===== config.mk =====
export PLATFORM = sky130hd
export DESIGN_NAME = adcctl_top
export DESIGN_NICKNAME = d
export VERILOG_FILES = /design/src/core/adcctl_top.v
export VERILOG_INCLUDE_DIRS = /design/src /design/src/common
export SDC_FILE = /design/constraint.sdc
export NUM_CORES = 1
export LEC_CHECK = 0
export BUFFER_PORTS_ARGS = -buffer_cell sky130_fd_sc_hd__clkbuf_2
export CORE_AREA = 3 3 80 82
export DETAILED_ROUTE_END_ITERATION = 8
export DIE_AREA = 0 0 83 85
export PLACE_DENSITY = 0.78
export SYNTH_ARGS = -nofsm -noshare
export SYNTH_HDL_FRONTEND = slang
export SYNTH_SLANG_ARGS = --single-unit

===== constraint.sdc =====
create_clock -name hclk -period 2.5 [get_ports hclk]
set_input_delay 0.25 -clock hclk [delete_from_list [all_inputs] [get_ports hclk]]
set_output_delay 0.25 -clock hclk [all_outputs]
set_load 0.02 [all_outputs]

===== src/common/adcctl_regs.vh =====
// register map, field positions, reset values and timing counts of adcctl
`ifndef ADCCTL_REGS_VH
`define ADCCTL_REGS_VH

`define ADCCTL_CONTROL_0_ADDR 12'hF70
`define ADCCTL_STATUS_ADDR 12'hF74
`define ADCCTL_MASK_ADDR 12'hF78
`define ADCCTL_CONTROL_0_RESET 8'h00
`define ADCCTL_STATUS_RESET 2'h0
`define ADCCTL_MASK_RESET 2'h0

`define ADCCTL_CEN_BIT 7
`define ADCCTL_REFSEL_BIT 6
`define ADCCTL_EXTREF_BIT 5
`define ADCCTL_REPEAT_BIT 4
`define ADCCTL_CHAN_MSB 3
`define ADCCTL_CHAN_LSB 0

`define ADCCTL_ST_DONE_BIT 0
`define ADCCTL_ST_RESTART_BIT 1

`define ADCCTL_TEMP_CHANNEL 4'hF

`define ADCCTL_SINGLE_CYCLES 14'h1409
`define ADCCTL_TEMP_SINGLE_CYCLES 14'h2812
`define ADCCTL_REPEAT_CYCLES 14'h0100
`define ADCCTL_TEMP_REPEAT_CYCLES 14'h0200

`endif


===== src/core/adcctl_top.v =====
// adc conversion control with ahb-lite register slave and interrupt
//
// The AHB-Lite interface to the registers was decided locally.
`timescale 1ns/1ns
`include "adcctl_regs.vh"

module adcctl_top #(
  parameter [13:0] SINGLE_CYCLES = `ADCCTL_SINGLE_CYCLES,
  parameter [13:0] TEMP_SINGLE_CYCLES = `ADCCTL_TEMP_SINGLE_CYCLES
) (
  input wire hclk,
  input wire hresetn,
  input wire hsel,
  input wire [31:0] haddr,
  input wire [1:0] htrans,
  input wire hwrite,
  input wire [2:0] hsize,
  input wire [31:0] hwdata,
  input wire hready,
  output reg [31:0] hrdata,
  output reg hreadyout,
  output reg hresp,
  output reg conv_start,
  output reg conv_busy,
  output reg conv_done,
  output reg [3:0] input_channel_select,
  output reg reference_select_low,
  output reg external_reference_enable,
  output reg irq
);

  reg [7:0] ctl_reg;
  reg [1:0] status_reg;
  reg [1:0] mask_reg;
  reg [13:0] cnt_reg;
  reg [13:0] cnt_next;
  reg busy_next;
  reg cen_next;
  reg start_next;
  reg wr_pend_reg;
  reg rd_pend_reg;
  reg [11:0] addr_reg;
  reg [31:0] rdata_next;

  wire addr_phase;
  wire wr_ctl;
  wire wr_stat;
  wire wr_mask;
  wire start_req;
  wire done;
  wire [6:0] ctl_low_next;
  wire temp_now;
  wire [13:0] single_len;
  wire [13:0] repeat_len;
  wire repeat_next;
  wire [1:0] status_set;
  wire [1:0] status_next;
  wire [1:0] mask_next;
  wire irq_next;

  // a transfer is taken only while the bus is ready
  assign addr_phase = hsel && htrans[1] && hready;
  assign wr_ctl = wr_pend_reg && (addr_reg == `ADCCTL_CONTROL_0_ADDR);
  assign wr_stat = wr_pend_reg && (addr_reg == `ADCCTL_STATUS_ADDR);
  assign wr_mask = wr_pend_reg && (addr_reg == `ADCCTL_MASK_ADDR);
  // a write of zero to the enable bit is simply not a start
  assign start_req = wr_ctl && hwdata[`ADCCTL_CEN_BIT];
  assign done = conv_busy && (cnt_reg == 14'h0001);

  assign ctl_low_next = wr_ctl ? hwdata[6:0] : ctl_reg[6:0];
  assign temp_now = (ctl_low_next[`ADCCTL_CHAN_MSB:`ADCCTL_CHAN_LSB] ==
    `ADCCTL_TEMP_CHANNEL);
  assign single_len = temp_now ? TEMP_SINGLE_CYCLES : SINGLE_CYCLES;
  assign repeat_len = temp_now ? `ADCCTL_TEMP_REPEAT_CYCLES :
    `ADCCTL_REPEAT_CYCLES;
  assign repeat_next = ctl_low_next[`ADCCTL_REPEAT_BIT];

  // event inputs of the sticky status bits
  assign status_set[`ADCCTL_ST_DONE_BIT] = done;
  // a restart on the completion edge counts as completion only
  assign status_set[`ADCCTL_ST_RESTART_BIT] = start_req && conv_busy &&
    !done;

  genvar i;
  generate
    for (i = 0; i < 2; i = i + 1) begin : g_status
      // set wins over a write-one-to-clear in the same cycle
      assign status_next[i] = status_set[i] ||
        (status_reg[i] && !(wr_stat && hwdata[i]));
    end
  endgenerate

  assign mask_next = wr_mask ? hwdata[1:0] : mask_reg;
  // next values, so irq rises on the edge that sets the status bit
  assign irq_next = |(status_next & mask_next);

  always @* begin
    cen_next = ctl_reg[`ADCCTL_CEN_BIT];
    busy_next = conv_busy;
    cnt_next = cnt_reg;
    start_next = 1'b0;
    if (start_req) begin
      // a start during a conversion throws the old one away
      cen_next = 1'b1;
      busy_next = 1'b1;
      cnt_next = single_len;
      start_next = 1'b1;
    end else if (done) begin
      if (repeat_next) begin
        cnt_next = repeat_len;
        start_next = 1'b1;
      end else begin
        cen_next = 1'b0;
        busy_next = 1'b0;
        cnt_next = 14'h0000;
      end
    end else if (conv_busy) begin
      cnt_next = cnt_reg - 14'h0001;
    end
  end

  always @* begin
    case (addr_reg)
      `ADCCTL_CONTROL_0_ADDR: rdata_next = {24'h000000, ctl_reg};
      `ADCCTL_STATUS_ADDR: rdata_next = {30'h00000000, status_reg};
      `ADCCTL_MASK_ADDR: rdata_next = {30'h00000000, mask_reg};
      default: rdata_next = 32'h00000000;
    endcase
  end

  always @(posedge hclk or negedge hresetn) begin
    if (!hresetn) begin
      wr_pend_reg <= 1'b0;
      rd_pend_reg <= 1'b0;
      addr_reg <= 12'h000;
    end else begin
      wr_pend_reg <= addr_phase && hwrite;
      rd_pend_reg <= addr_phase && !hwrite;
      if (addr_phase) begin
        addr_reg <= haddr[11:0];
      end
    end
  end

  // one wait state on reads so a write just retired is seen
  always @(posedge hclk or negedge hresetn) begin
    if (!hresetn) begin
      hreadyout <= 1'b1;
    end else begin
      hreadyout <= !(addr_phase && !hwrite);
    end
  end

  always @(posedge hclk or negedge hresetn) begin
    if (!hresetn) begin
      hrdata <= 32'h00000000;
    end else begin
      if (rd_pend_reg) begin
        hrdata <= rdata_next;
      end
    end
  end

  // no error response: unmapped words read zero instead
  always @(posedge hclk or negedge hresetn) begin
    if (!hresetn) begin
      hresp <= 1'b0;
    end else begin
      hresp <= 1'b0;
    end
  end

  always @(posedge hclk or negedge hresetn) begin
    if (!hresetn) begin
      ctl_reg <= `ADCCTL_CONTROL_0_RESET;
    end else begin
      ctl_reg <= {cen_next, ctl_low_next};
    end
  end

  always @(posedge hclk or negedge hresetn) begin
    if (!hresetn) begin
      status_reg <= `ADCCTL_STATUS_RESET;
      mask_reg <= `ADCCTL_MASK_RESET;
    end else begin
      status_reg <= status_next;
      mask_reg <= mask_next;
    end
  end

  always @(posedge hclk or negedge hresetn) begin
    if (!hresetn) begin
      irq <= 1'b0;
    end else begin
      irq <= irq_next;
    end
  end

  always @(posedge hclk or negedge hresetn) begin
    if (!hresetn) begin
      cnt_reg <= 14'h0000;
      conv_busy <= 1'b0;
    end else begin
      cnt_reg <= cnt_next;
      conv_busy <= busy_next;
    end
  end

  always @(posedge hclk or negedge hresetn) begin
    if (!hresetn) begin
      conv_start <= 1'b0;
      conv_done <= 1'b0;
    end else begin
      conv_start <= start_next;
      conv_done <= done;
    end
  end

  // analog side sees the settings on the same edge that the write lands in ctl_reg
  always @(posedge hclk or negedge hresetn) begin
    if (!hresetn) begin
      input_channel_select <= 4'h0;
      reference_select_low <= 1'b0;
      external_reference_enable <= 1'b0;
    end else begin
      input_channel_select <= ctl_low_next[`ADCCTL_CHAN_MSB:`ADCCTL_CHAN_LSB];
      reference_select_low <= ctl_low_next[`ADCCTL_REFSEL_BIT];
      external_reference_enable <= ctl_low_next[`ADCCTL_EXTREF_BIT];
    end
  end

endmodule // adcctl_top


==> flow_summary.ini, run 1 <==
[status]
status = finished with violations
violations = negative hold slack

[global_route]
met2_usage = 0.287
grt_max_degree = 31
grt-busiest-layer = met2
grt_first_pass_wirelength_um = 9230
use_met1 = 0.185
grt_pass1_vias = 2005
grtUsageMet3 = 0.0379
grt_overflow_total = 0
groute.usage.overall = 0.156
antenna_found_initial = 0

[floorplan]
core_area_mm2 = 0.00582
num_rows = 28
start_util = 0.465
io_pins = 118
die_w_um = 83
die_area_mm2 = 0.00706
die_y_um = 85

[worst_hold_path]
hp-class = in -> async

[route]
ant_nets = 0
wl_per_cell_um = 14.0
vias = 1891
via_per_inst = 5.07
drtPass1Iterations = 4
drtIter0Drc = 105
drc_errors = 0
drt_wl_total_um = 5210

[synth]
syn_inst = 255
synth.distinct_cells = 48
ys_seq_elements = 52
synth_top_cell_area_share = 0.472
synth-async-reset-ratio = 1.00
ys_warn_count = 0
synth_top_area_cell = dfrtp_1
ys.flop_type = dfrtp_1
synthTopCellsByArea = dfrtp_1, buf_4, mux2_2, nand2_1, mux2_1
syn_avg_cell_area_um2 = 10.6
seq_area_frac_synth = 0.482
syn_area_mm2 = 0.00270
synth-edff-count = 0

[layout]
seq_area_mm2 = 0.00130
area.growth.synth_to_final_pct = 10.5
drive_gt1_frac = 0.262
fin_nets = 373
antenna_cells = 0
n_fill_cell = 550
largest_register_ffs = 14
multi_input_area_mm2 = 0.00118

[critical_path]
critPathKind = reg -> reg
critPathLaunchType = flop
end_kind = flop
critPathMaxFanout = 10
worst_ep_arrival_time_ns = 2.20
cp.required_ns = 2.67

[cts]
cts.repair.resized = 0
post-cts-setup-buffers = 0
htreeDepth = 2
cts_buffers = 5
cts_hold_buf = 0
clk_latency_ns = 0.30
root_buffer = clkbuf_8
cts.reportedPaths.clkPinSlew_ns = 0.09
clk_path_buf_depth = 2
cts_tree = built
cts.sinks = 52

[timing]
fin_setup_tns_ns = 0
holdWs_ns = -0.00863
hold_viol = 27
tightest_slew_ns = 0.724
clock.fmax_mhz = 493
fin_skew_ns = 0.00427
finalSetupViolCount = 0
relSlewSlack = 0.517
rsz0062_at_grt = no
finalCritPeriodShare = 0.811
slew_violations = 0
finalCriticalPeriod_ns = 2.03

[power_and_ir_drop]
irDropWorstVdd_mv = 0.329
p_leak_nw = 1.43
powerDensity_mw_per_mm2 = 548
power.total_w = 0.00164

[placement]
portBuffers = 44
place_congestion = 0.794
dp_hpwl_um = 3980

[run]
maxCapViolCount = 0
==> synth_stat cells, types with 2 or more instances <==
cell type and instances:
o21ai_1 7, mux2_4 2, clkbuf_1 4, or3_1 2
a21oi_1 5, ha_1 2, mux2_2 12, mux2_1 6
buf_4 30, and3_1 2, buf_2 2, nor2b_1 3
mux2i_1 4, nand2_1 19, nor3_2 2, and2_1 4
a31o_1 2, a21o_1 2, nor3_1 5, nand4b_1 2
nand2b_1 2, nand4_1 5, nand3_1 8, inv_1 16
nor2_1 13, a31oi_1 3, and4_1 3, dfrtp_1 51
o22ai_1 2, nor4_4 2, xor2_1 3, o21ai_0 10
xnor2_1 5
==> metal layers <==
| metal | part of all wire | wire (um) |
|---|---|---|
| met1 | 0.42 | 2210 |
| met2 | 0.51 | 2680 |
| met3 | 0.057 | 299 |
| met4 | 0.0056 | 29 |
| met5 | 0 | 0 |
==> cell usage in the layout, fill, tap and decap left out, types with 2 or more instances in the layout <==
master,netlist,final
nor4_4,2,2
nand2b_1,2,2
clkbuf_8,0,5
mux2_4,2,2
mux2_2,12,12
nand2_1,19,19
nand4_1,5,5
clkbuf_2,0,44
a31oi_1,3,3
buf_4,30,3
and2_1,4,4
and3_1,2,2
o22ai_1,2,2
xor2_1,3,3
xnor2_1,5,5
inv_1,16,16
nor2_1,13,13
nor2b_1,3,3
o21ai_1,7,7
a21o_1,2,2
nand4b_1,2,2
dfrtp_1,51,51
o21ai_0,10,10
a31o_1,2,2
mux2_1,6,6
nand3_1,8,8
nor3_2,2,2
nor3_1,5,5
or3_1,2,2
mux2i_1,4,4
and4_1,3,3
ha_1,2,2
a21oi_1,5,5
conb_1,1,25
==> path summary, 6_finish.rpt <==
path / startpoint / to / slack, ns / cells after the start
worst max-delay path: cnt_reg[1]$_DFFE_PN0P_ / cnt_reg[11]$_DFFE_PN0P_ / 0.47 / 6
worst min-delay path: hresetn / cnt_reg[0]$_DFFE_PN0P_ / -0.009 / 1
worst max register to register: cnt_reg[1]$_DFFE_PN0P_ / cnt_reg[11]$_DFFE_PN0P_ / 0.47 / 6
worst min register to register: addr_reg[5]$_DFFE_PN0P_ / addr_reg[5]$_DFFE_PN0P_ / 0.51 / 1
max in group asynchronous: hresetn / cnt_reg[4]$_DFFE_PN0P_ / 1.87 / 2
min in group hclk: hwrite / wr_pend_reg$_DFF_PN0_ / 0.17 / 3
==> critical path: stages, from the launching register on <==
cell and delay (ns):
dfrtp_1 0.42, inv_1 0.08, ha_1 0.17, nor4b_1 0.26, and4_1 0.49, nand2b_1 0.35
o22ai_1 0.12
==> power by group <==
group	switching [W]	internal, W
sequential	0.0000354	0.000880
clock	0.000265	0.000297
combinational	0.0000936	0.0000665
total	0.000394	0.00124
==> cell families (layout without fill, tap and decap cells) <==
| kind of cell | after synthesis | in the layout | share of synthesized area |
|---|---|---|---|
| and+or+nand+nor | 81 | 81 | 0.189 |
| DFF | 52 | 52 | 0.482 |
| buffers and inverters | 52 | 71 | 0.115 |
| AOI/OAI and AO/OA | 35 | 35 | 0.0764 |
| muxes | 24 | 24 | 0.101 |
| xor gates and xnor gates | 8 | 8 | 0.0259 |
| adders and majority gates | 2 | 2 | 0.00926 |
| other | 1 | 25 | 0.00139 |
==> stage by stage <==
| step | std cells | area [um2] | setup slack, ns | utilization |
|---|---|---|---|---|
| floorplan | 279 | 2790 | 0.671 | - |
| global placement | 365 | 2880 | 0.519 | 0.495 |
| detailed placement | 365 | 2880 | 0.490 | 0.495 |
| CTS | 373 | 2990 | 0.481 | 0.513 |
| global route | 373 | 2990 | 0.353 | 0.513 |
| finish | 373 | 2990 | 0.473 | 0.513 |
==> layout make-up <==
cell class | instances | area share
clock buffer | 6 | 0.0243
clock inverter | 2 | 0.0117
inverter | 16 | 0.0201
multi-input combinational | 175 | 0.395
sequential | 52 | 0.436
tap | 75 | 0.0314
timing repair buffer | 47 | 0.0813
Note: power is estimated with default switching activity, not from simulation.
==> run 2: changes to the inputs <==
--- a/config.mk
+++ b/config.mk
@@ -6,11 +6,12 @@
 export SDC_FILE = /design/constraint.sdc
 export NUM_CORES = 1
 export LEC_CHECK = 0
+export ABC_AREA = 1
 export BUFFER_PORTS_ARGS = -buffer_cell sky130_fd_sc_hd__clkbuf_2
-export CORE_AREA = 3 3 80 82
+export CORE_AREA = 3 3 81 83
 export DETAILED_ROUTE_END_ITERATION = 8
-export DIE_AREA = 0 0 83 85
-export PLACE_DENSITY = 0.78
+export DIE_AREA = 0 0 84 86
+export PLACE_DENSITY = 0.79
 export SYNTH_ARGS = -nofsm -noshare
 export SYNTH_HDL_FRONTEND = slang
 export SYNTH_SLANG_ARGS = --single-unit
==> constraint.sdc (replaced) <==
create_clock -name hclk -period 1.88 [get_ports hclk]
set_input_delay 0.188 -clock hclk [delete_from_list [all_inputs] [get_ports hclk]]
set_output_delay 0.188 -clock hclk [all_outputs]
set_load 0.02 [all_outputs]
==> run 2 against run 1 <==
The run still ends with negative hold slack left. Total power increased by 39%. Final cell count increased by 21%. Worst setup slack worse by 0.27 ns. Synthesized cell count increased by 29%. Critical path depth rose by 3. Maximum frequency is 21% higher. Largest cell class unchanged. Combinational power increased by 60%. Sequential share of layout area is 2.2 points lower.
==> flow_summary.ini, run 2 <==
[status]
status = finished with violations
violations = negative hold slack

[synth]
ys_warn_count = 0
synth_top_cell_area_share = 0.449
synthTopCellsByArea = dfrtp_1, nand2_1, buf_4, inv_1, nor2_1
ys.flop_type = dfrtp_1
seq_area_frac_synth = 0.458
syn_avg_cell_area_um2 = 8.62
synth-async-reset-ratio = 1.00
synth_top_area_cell = dfrtp_1
synth.distinct_cells = 37
synth-edff-count = 0
yosysMostFrequentCell = nand2_1
syn_area_mm2 = 0.00284
syn_inst = 330
ys_seq_elements = 52
yosys-top-cells-count = nand2_1, dfrtp_1, inv_1, nor2_1, buf_4

[worst_hold_path]
hp-class = in -> async

[route]
drtIter0Drc = 169
ant_nets = 0
drt_wl_total_um = 5470
drc_errors = 0
vias = 2145
wl_per_cell_um = 12.2
drtPass1Iterations = 4
via_per_inst = 4.77

[timing]
hold_viol = 20
clock.fmax_mhz = 597
relSlewSlack = 0.560
finalCritPeriodShare = 0.891
finalSetupViolCount = 0
slew_violations = 0
tightest_slew_ns = 0.660
finalCriticalPeriod_ns = 1.67
fin_setup_tns_ns = 0
fin_skew_ns = 0.0117
rsz0062_at_grt = no
holdWs_ns = -0.0200

[layout]
stdcell_count = 450
n_fill_cell = 563
drive_gt1_frac = 0.269
mostFrequentLayoutCells = nand2_1, dfrtp_1, clkbuf_2
final_common_cell = nand2_1
area.growth.synth_to_final_pct = 10.6
final_core_util = 0.531
antenna_cells = 0
fin_nets = 450
largest_register_ffs = 14

[cts]
cts.reportedPaths.clkPinSlew_ns = 0.09
cts_buffers = 5
clk_path_buf_depth = 2
post-cts-setup-buffers = 0
root_buffer = clkbuf_8
cts.sinks = 52
cts_tree = built
clk_latency_ns = 0.31
htreeDepth = 2

[global_route]
antenna_found_initial = 0
grt_overflow_total = 0
grt-busiest-layer = met2
grt_pass1_vias = 2102
grtUsageMet3 = 0.0384
grt_first_pass_wirelength_um = 9550
groute.usage.overall = 0.162
grt_max_degree = 53
use_met1 = 0.204
met2_usage = 0.276

[critical_path]
critPathLaunch = addr_reg[1]$_DFFE_PN0P_
worst_ep_arrival_time_ns = 1.90
cp.required_ns = 2.11
critPathMaxFanout = 13
end_kind = flop
critPathKind = reg -> reg
crit_chain = nor2_4, nand2_2, nor2_4, nand4_2, nand2_4, inv_2, o21ai_1, nand2_1, o21ai_1
critPathLaunchType = flop
crit_path_max_incr_delay_ns = 0.42
path_buf_inv = 1
reg2reg_from = addr_reg[1]$_DFFE_PN0P_
cp_top_family = simple AND/OR/NAND/NOR gates
cpMaxStageDelayCell = dfrtp_1

[floorplan]
num_rows = 28
io_pins = 118
core_area_mm2 = 0.00592
start_util = 0.480
die_area_mm2 = 0.00722
die_w_um = 84
die_y_um = 86

[placement]
place_congestion = 0.844
dpl.cell_count = 442
portBuffers = 44
dp_hpwl_um = 4200

[run]
maxCapViolCount = 0

[power_and_ir_drop]
p_leak_nw = 1.66
powerDensity_mw_per_mm2 = 723
irDropWorstVdd_mv = 0.300
-- run 2: cell types whose count changed after synthesis, sizes merged, moves of 6 or more --
cell / change
o31ai: +6
nor2: +28
nand2: +53
a21oi: +12
inv: +29
mux2: -11
-- run 2: worst paths after layout --
kind | end | slack, ns | depth (start not counted)
setup / recovery | cnt_reg[4]$_DFFE_PN0P_ | 0.21 | 9
hold / removal | cnt_reg[3]$_DFFE_PN0P_ | -0.02 | 2
setup reg to reg | cnt_reg[4]$_DFFE_PN0P_ | 0.21 | 9
hold reg to reg | hrdata[2]$_DFFE_PN0P_ | 0.49 | 2
max in group asynchronous | conv_start$_DFF_PN0_ | 1.45 | 2
min in group hclk | rd_pend_reg$_DFF_PN0_ | 0.04 | 2
-- run 2: kinds of logic after synthesis --
group | after synthesis | share of synthesized area
other cells | 1 | 0.00132
fa+ha+maj | 2 | 0.00880
xor+xnor | 4 | 0.0123
mux | 9 | 0.0356
compound gates | 39 | 0.0805
buf+inv | 78 | 0.145
flops | 52 | 0.458
simple gates | 145 | 0.258
-- run 2: timing repair --
action,in CTS,in global routing
hold buffers,0,0
setup endpoints to repair,0,9
gates resized for setup,0,2
-- run 2: layout make-up --
cell class                      instances  area (um2)  area share
Tap cell                               75        93.8      0.0298
Inverter                               45         169      0.0537
Sequential cell                        52        1300       0.414
Multi-Input combinational cell        224        1230       0.391
Timing Repair Buffer                   46         235      0.0748
Clock inverter                          3        47.5      0.0151
Clock buffer                            5        68.8      0.0219
-- run 2: worst reg2reg max path, delay by kind of cell (launching register included) --
| family | cells | cell delay, ns |
|---|---|---|
| and+or+nand+nor | 6 | 0.79 |
| AOI/OAI and AO/OA | 2 | 0.27 |
| buffers and inverters | 1 | 0.12 |
| DFF | 1 | 0.42 |
-- run 2: layer usage --
metal	part of all wire	routed length (um)
met5	0	0
met4	0.013	72
met3	0.076	417
met2	0.46	2540
met1	0.45	2440
-- run 2: per-stage QoR --
stage	setup WS [ns]	total power [W]	cell area (um2)
6_report	0.206	0.00227	3150
5_1_grt	0.0330	0.00240	3150
4_1_cts	0.117	0.00231	3140
3_5_place_dp	0.137	0.00152	3020
3_3_place_gp	0.171	0.00150	3020
2_1_floorplan	0.415	0.00147	2930
-- run 2: power breakdown --
group	internal, W	leakage (nW)	switching, W
logic	0.0000884	0.978	0.000168
clock network	0.000401	0.0583	0.000384
registers	0.00118	0.621	0.0000494
==> run 3: changes to the inputs <==
--- a/config.mk
+++ b/config.mk
@@ -8,10 +8,12 @@
 export LEC_CHECK = 0
 export ABC_AREA = 1
 export BUFFER_PORTS_ARGS = -buffer_cell sky130_fd_sc_hd__clkbuf_2
-export CORE_AREA = 3 3 81 83
+export CELL_PAD_IN_SITES_DETAIL_PLACEMENT = 1
+export CELL_PAD_IN_SITES_GLOBAL_PLACEMENT = 2
+export CORE_AREA = 3 3 107 109
 export DETAILED_ROUTE_END_ITERATION = 8
-export DIE_AREA = 0 0 84 86
-export PLACE_DENSITY = 0.79
+export DIE_AREA = 0 0 110 112
+export PLACE_DENSITY_LB_ADDON = 0.1
 export SYNTH_ARGS = -nofsm -noshare
 export SYNTH_HDL_FRONTEND = slang
 export SYNTH_SLANG_ARGS = --single-unit
==> run 3 against run 2 <==
The run now ends clean. Maximum frequency decreased by 1.7%. Non-clock buffer count increased by 11. Final cell count increased by 17%. Sequential share of layout area decreased by 2.2 points. Die area increased by 71%. Critical path type unchanged. Critical endpoint is now cnt_reg[12]$_DFFE_PN0P_. Largest cell class unchanged.
==> flow_summary.ini, run 3 (synthesis results as in run 2) <==
[power_and_ir_drop]
seq_power_share = 0.533
p_leak_nw = 1.71
p_sw_w = 0.000628
clockPowerShare = 0.348
p_int_w = 0.00169
netSwitchingFraction = 0.271
irDropWorstVdd_mv = 0.264
powerDensity_mw_per_mm2 = 698
combPwrFrac = 0.119

[layout]
fin_nets = 461
final_common_cell = nand2_1
area.growth.synth_to_final_pct = 16.7
mostFrequentLayoutCells = nand2_1, dfrtp_1, clkbuf_2
stdcell_count = 526
largest_register_ffs = 14
final_core_util = 0.310
n_fill_cell = 1304
drive_gt1_frac = 0.288
fin_area_mm2 = 0.00332
antenna_cells = 0

[critical_path]
end_kind = flop
rrSetupSlack_ns = 0.18
worst_ep_arrival_time_ns = 1.89
critPathLaunchType = flop
critPathKind = reg -> reg
cp.required_ns = 2.07
rr_worst_depth = 10
critPathMaxFanout = 7

[cts]
clk_latency_ns = 0.31
clk_path_buf_depth = 2
cts_tree = built
cts_buffers = 5
root_buffer = clkbuf_8
cts.sinks = 52
cts.reportedPaths.clkPinSlew_ns = 0.10
htreeDepth = 2

[timing]
layout_setup_ws_ns = 0.177
finalCritPeriodShare = 0.906
fin_setup_tns_ns = 0
slew_violations = 0
finalSetupViolCount = 0
clock.fmax_mhz = 587
fin_skew_ns = 0.00732
hold_viol = 0
rsz0062_at_grt = yes
finalCriticalPeriod_ns = 1.70

[floorplan]
start_util = 0.266
die_y_um = 112
core_area_mm2 = 0.0107
die_area_mm2 = 0.0123
num_rows = 38
io_pins = 118
die_w_um = 110

[route]
drtIter0Drc = 57
drtPass1Iterations = 4
drc_errors = 0
wl_per_cell_um = 13.6
ant_nets = 0
via_per_inst = 4.20
vias = 2209
drt_wl_total_um = 7150

[placement]
place_congestion = 0.744
portBuffers = 44
place_area_mm2 = 0.00317
preCtsSetupSlack_ns = 0.109
dp_hpwl_um = 5520
dpl.cell_count = 514

[worst_hold_path]
hp-class = in -> reg
hold_depth = 2

[global_route]
grt_overflow_total = 0
groute.usage.overall = 0.120
grt_pass1_vias = 2234
grt_max_degree = 53
antenna_found_initial = 0
grt_first_pass_wirelength_um = 11400

[status]
status = completed

[run]
maxCapViolCount = 0
[run 3: routing by layer]
layer | GRT usage | wire [um] | vias up | part of all wire
li1 | - | - | 1096 | -
met1 | 0.165 | 3390 | 1049 | 0.47
met2 | 0.192 | 3330 | 60 | 0.47
met3 | 0.0255 | 349 | 4 | 0.049
met4 | 0.0299 | 70 | 0 | 0.0098
met5 | 0 | 0 | - | 0
[run 3: path summary, 6_finish.rpt]
kind | from | endpoint
max | addr_reg[0]$_DFFE_PN0P_ | cnt_reg[12]$_DFFE_PN0P_
min | hwrite | rd_pend_reg$_DFF_PN0_
max reg2reg | addr_reg[0]$_DFFE_PN0P_ | cnt_reg[12]$_DFFE_PN0P_
min reg2reg | hrdata[2]$_DFFE_PN0P_ | hrdata[2]$_DFFE_PN0P_
max in group asynchronous | hresetn | hreadyout$_DFF_PN1_
min in group asynchronous | hresetn | hrdata[1]$_DFFE_PN0P_
[run 3: cell type report]
type,instances,area [um2],share of cell area
clock inverter,2,38.8,0.0117
clock buffer,6,72.6,0.0219
multi-input combinational,224,1230,0.369
tap,140,175,0.0528
sequential,52,1300,0.392
timing repair buffer,57,333,0.100
inverter,45,171,0.0516
[run 3: power groups by stage]
stage	registers (W)	logic [W]	clock network [W]
after CTS	0.00124	0.000277	0.000852
after global placement	0.00125	0.000268	0
after global routing	0.00125	0.000314	0.000881
after floorplan	0.00125	0.000221	0
after detailed placement	0.00126	0.000274	0
final	0.00123	0.000275	0.000807
[run 3: stage by stage]
stage	total power [W]	hold slack [ns]
global route	0.00244	0.0679
detailed placement	0.00153	0.224
global placement	0.00152	0.223
finish	0.00232	0.0578
floorplan	0.00147	-0.108
CTS	0.00236	0.0518
[run 3: critical path: stages (launching register included)]
cell,delay [ns]
dfrtp_1,0.42
nor2_4,0.14
nand2_2,0.10
inv_4,0.09
nand4_4,0.17
nand2_2,0.11
nand2_2,0.07
nor2_4,0.14
nand2_1,0.09
nand2_2,0.13
nand3_1,0.10
[run 3: repair_timing]
| item | 4_1_cts | 5_1_grt |
|---|---|---|
| resized for setup | 0 | 3 |
| buffers inserted | 0 | 3 |
| setup endpoints to repair | 0 | 9 |
| endpoints found under the hold margin | 51 | 0 |
| hold buffers | 1 | 0 |
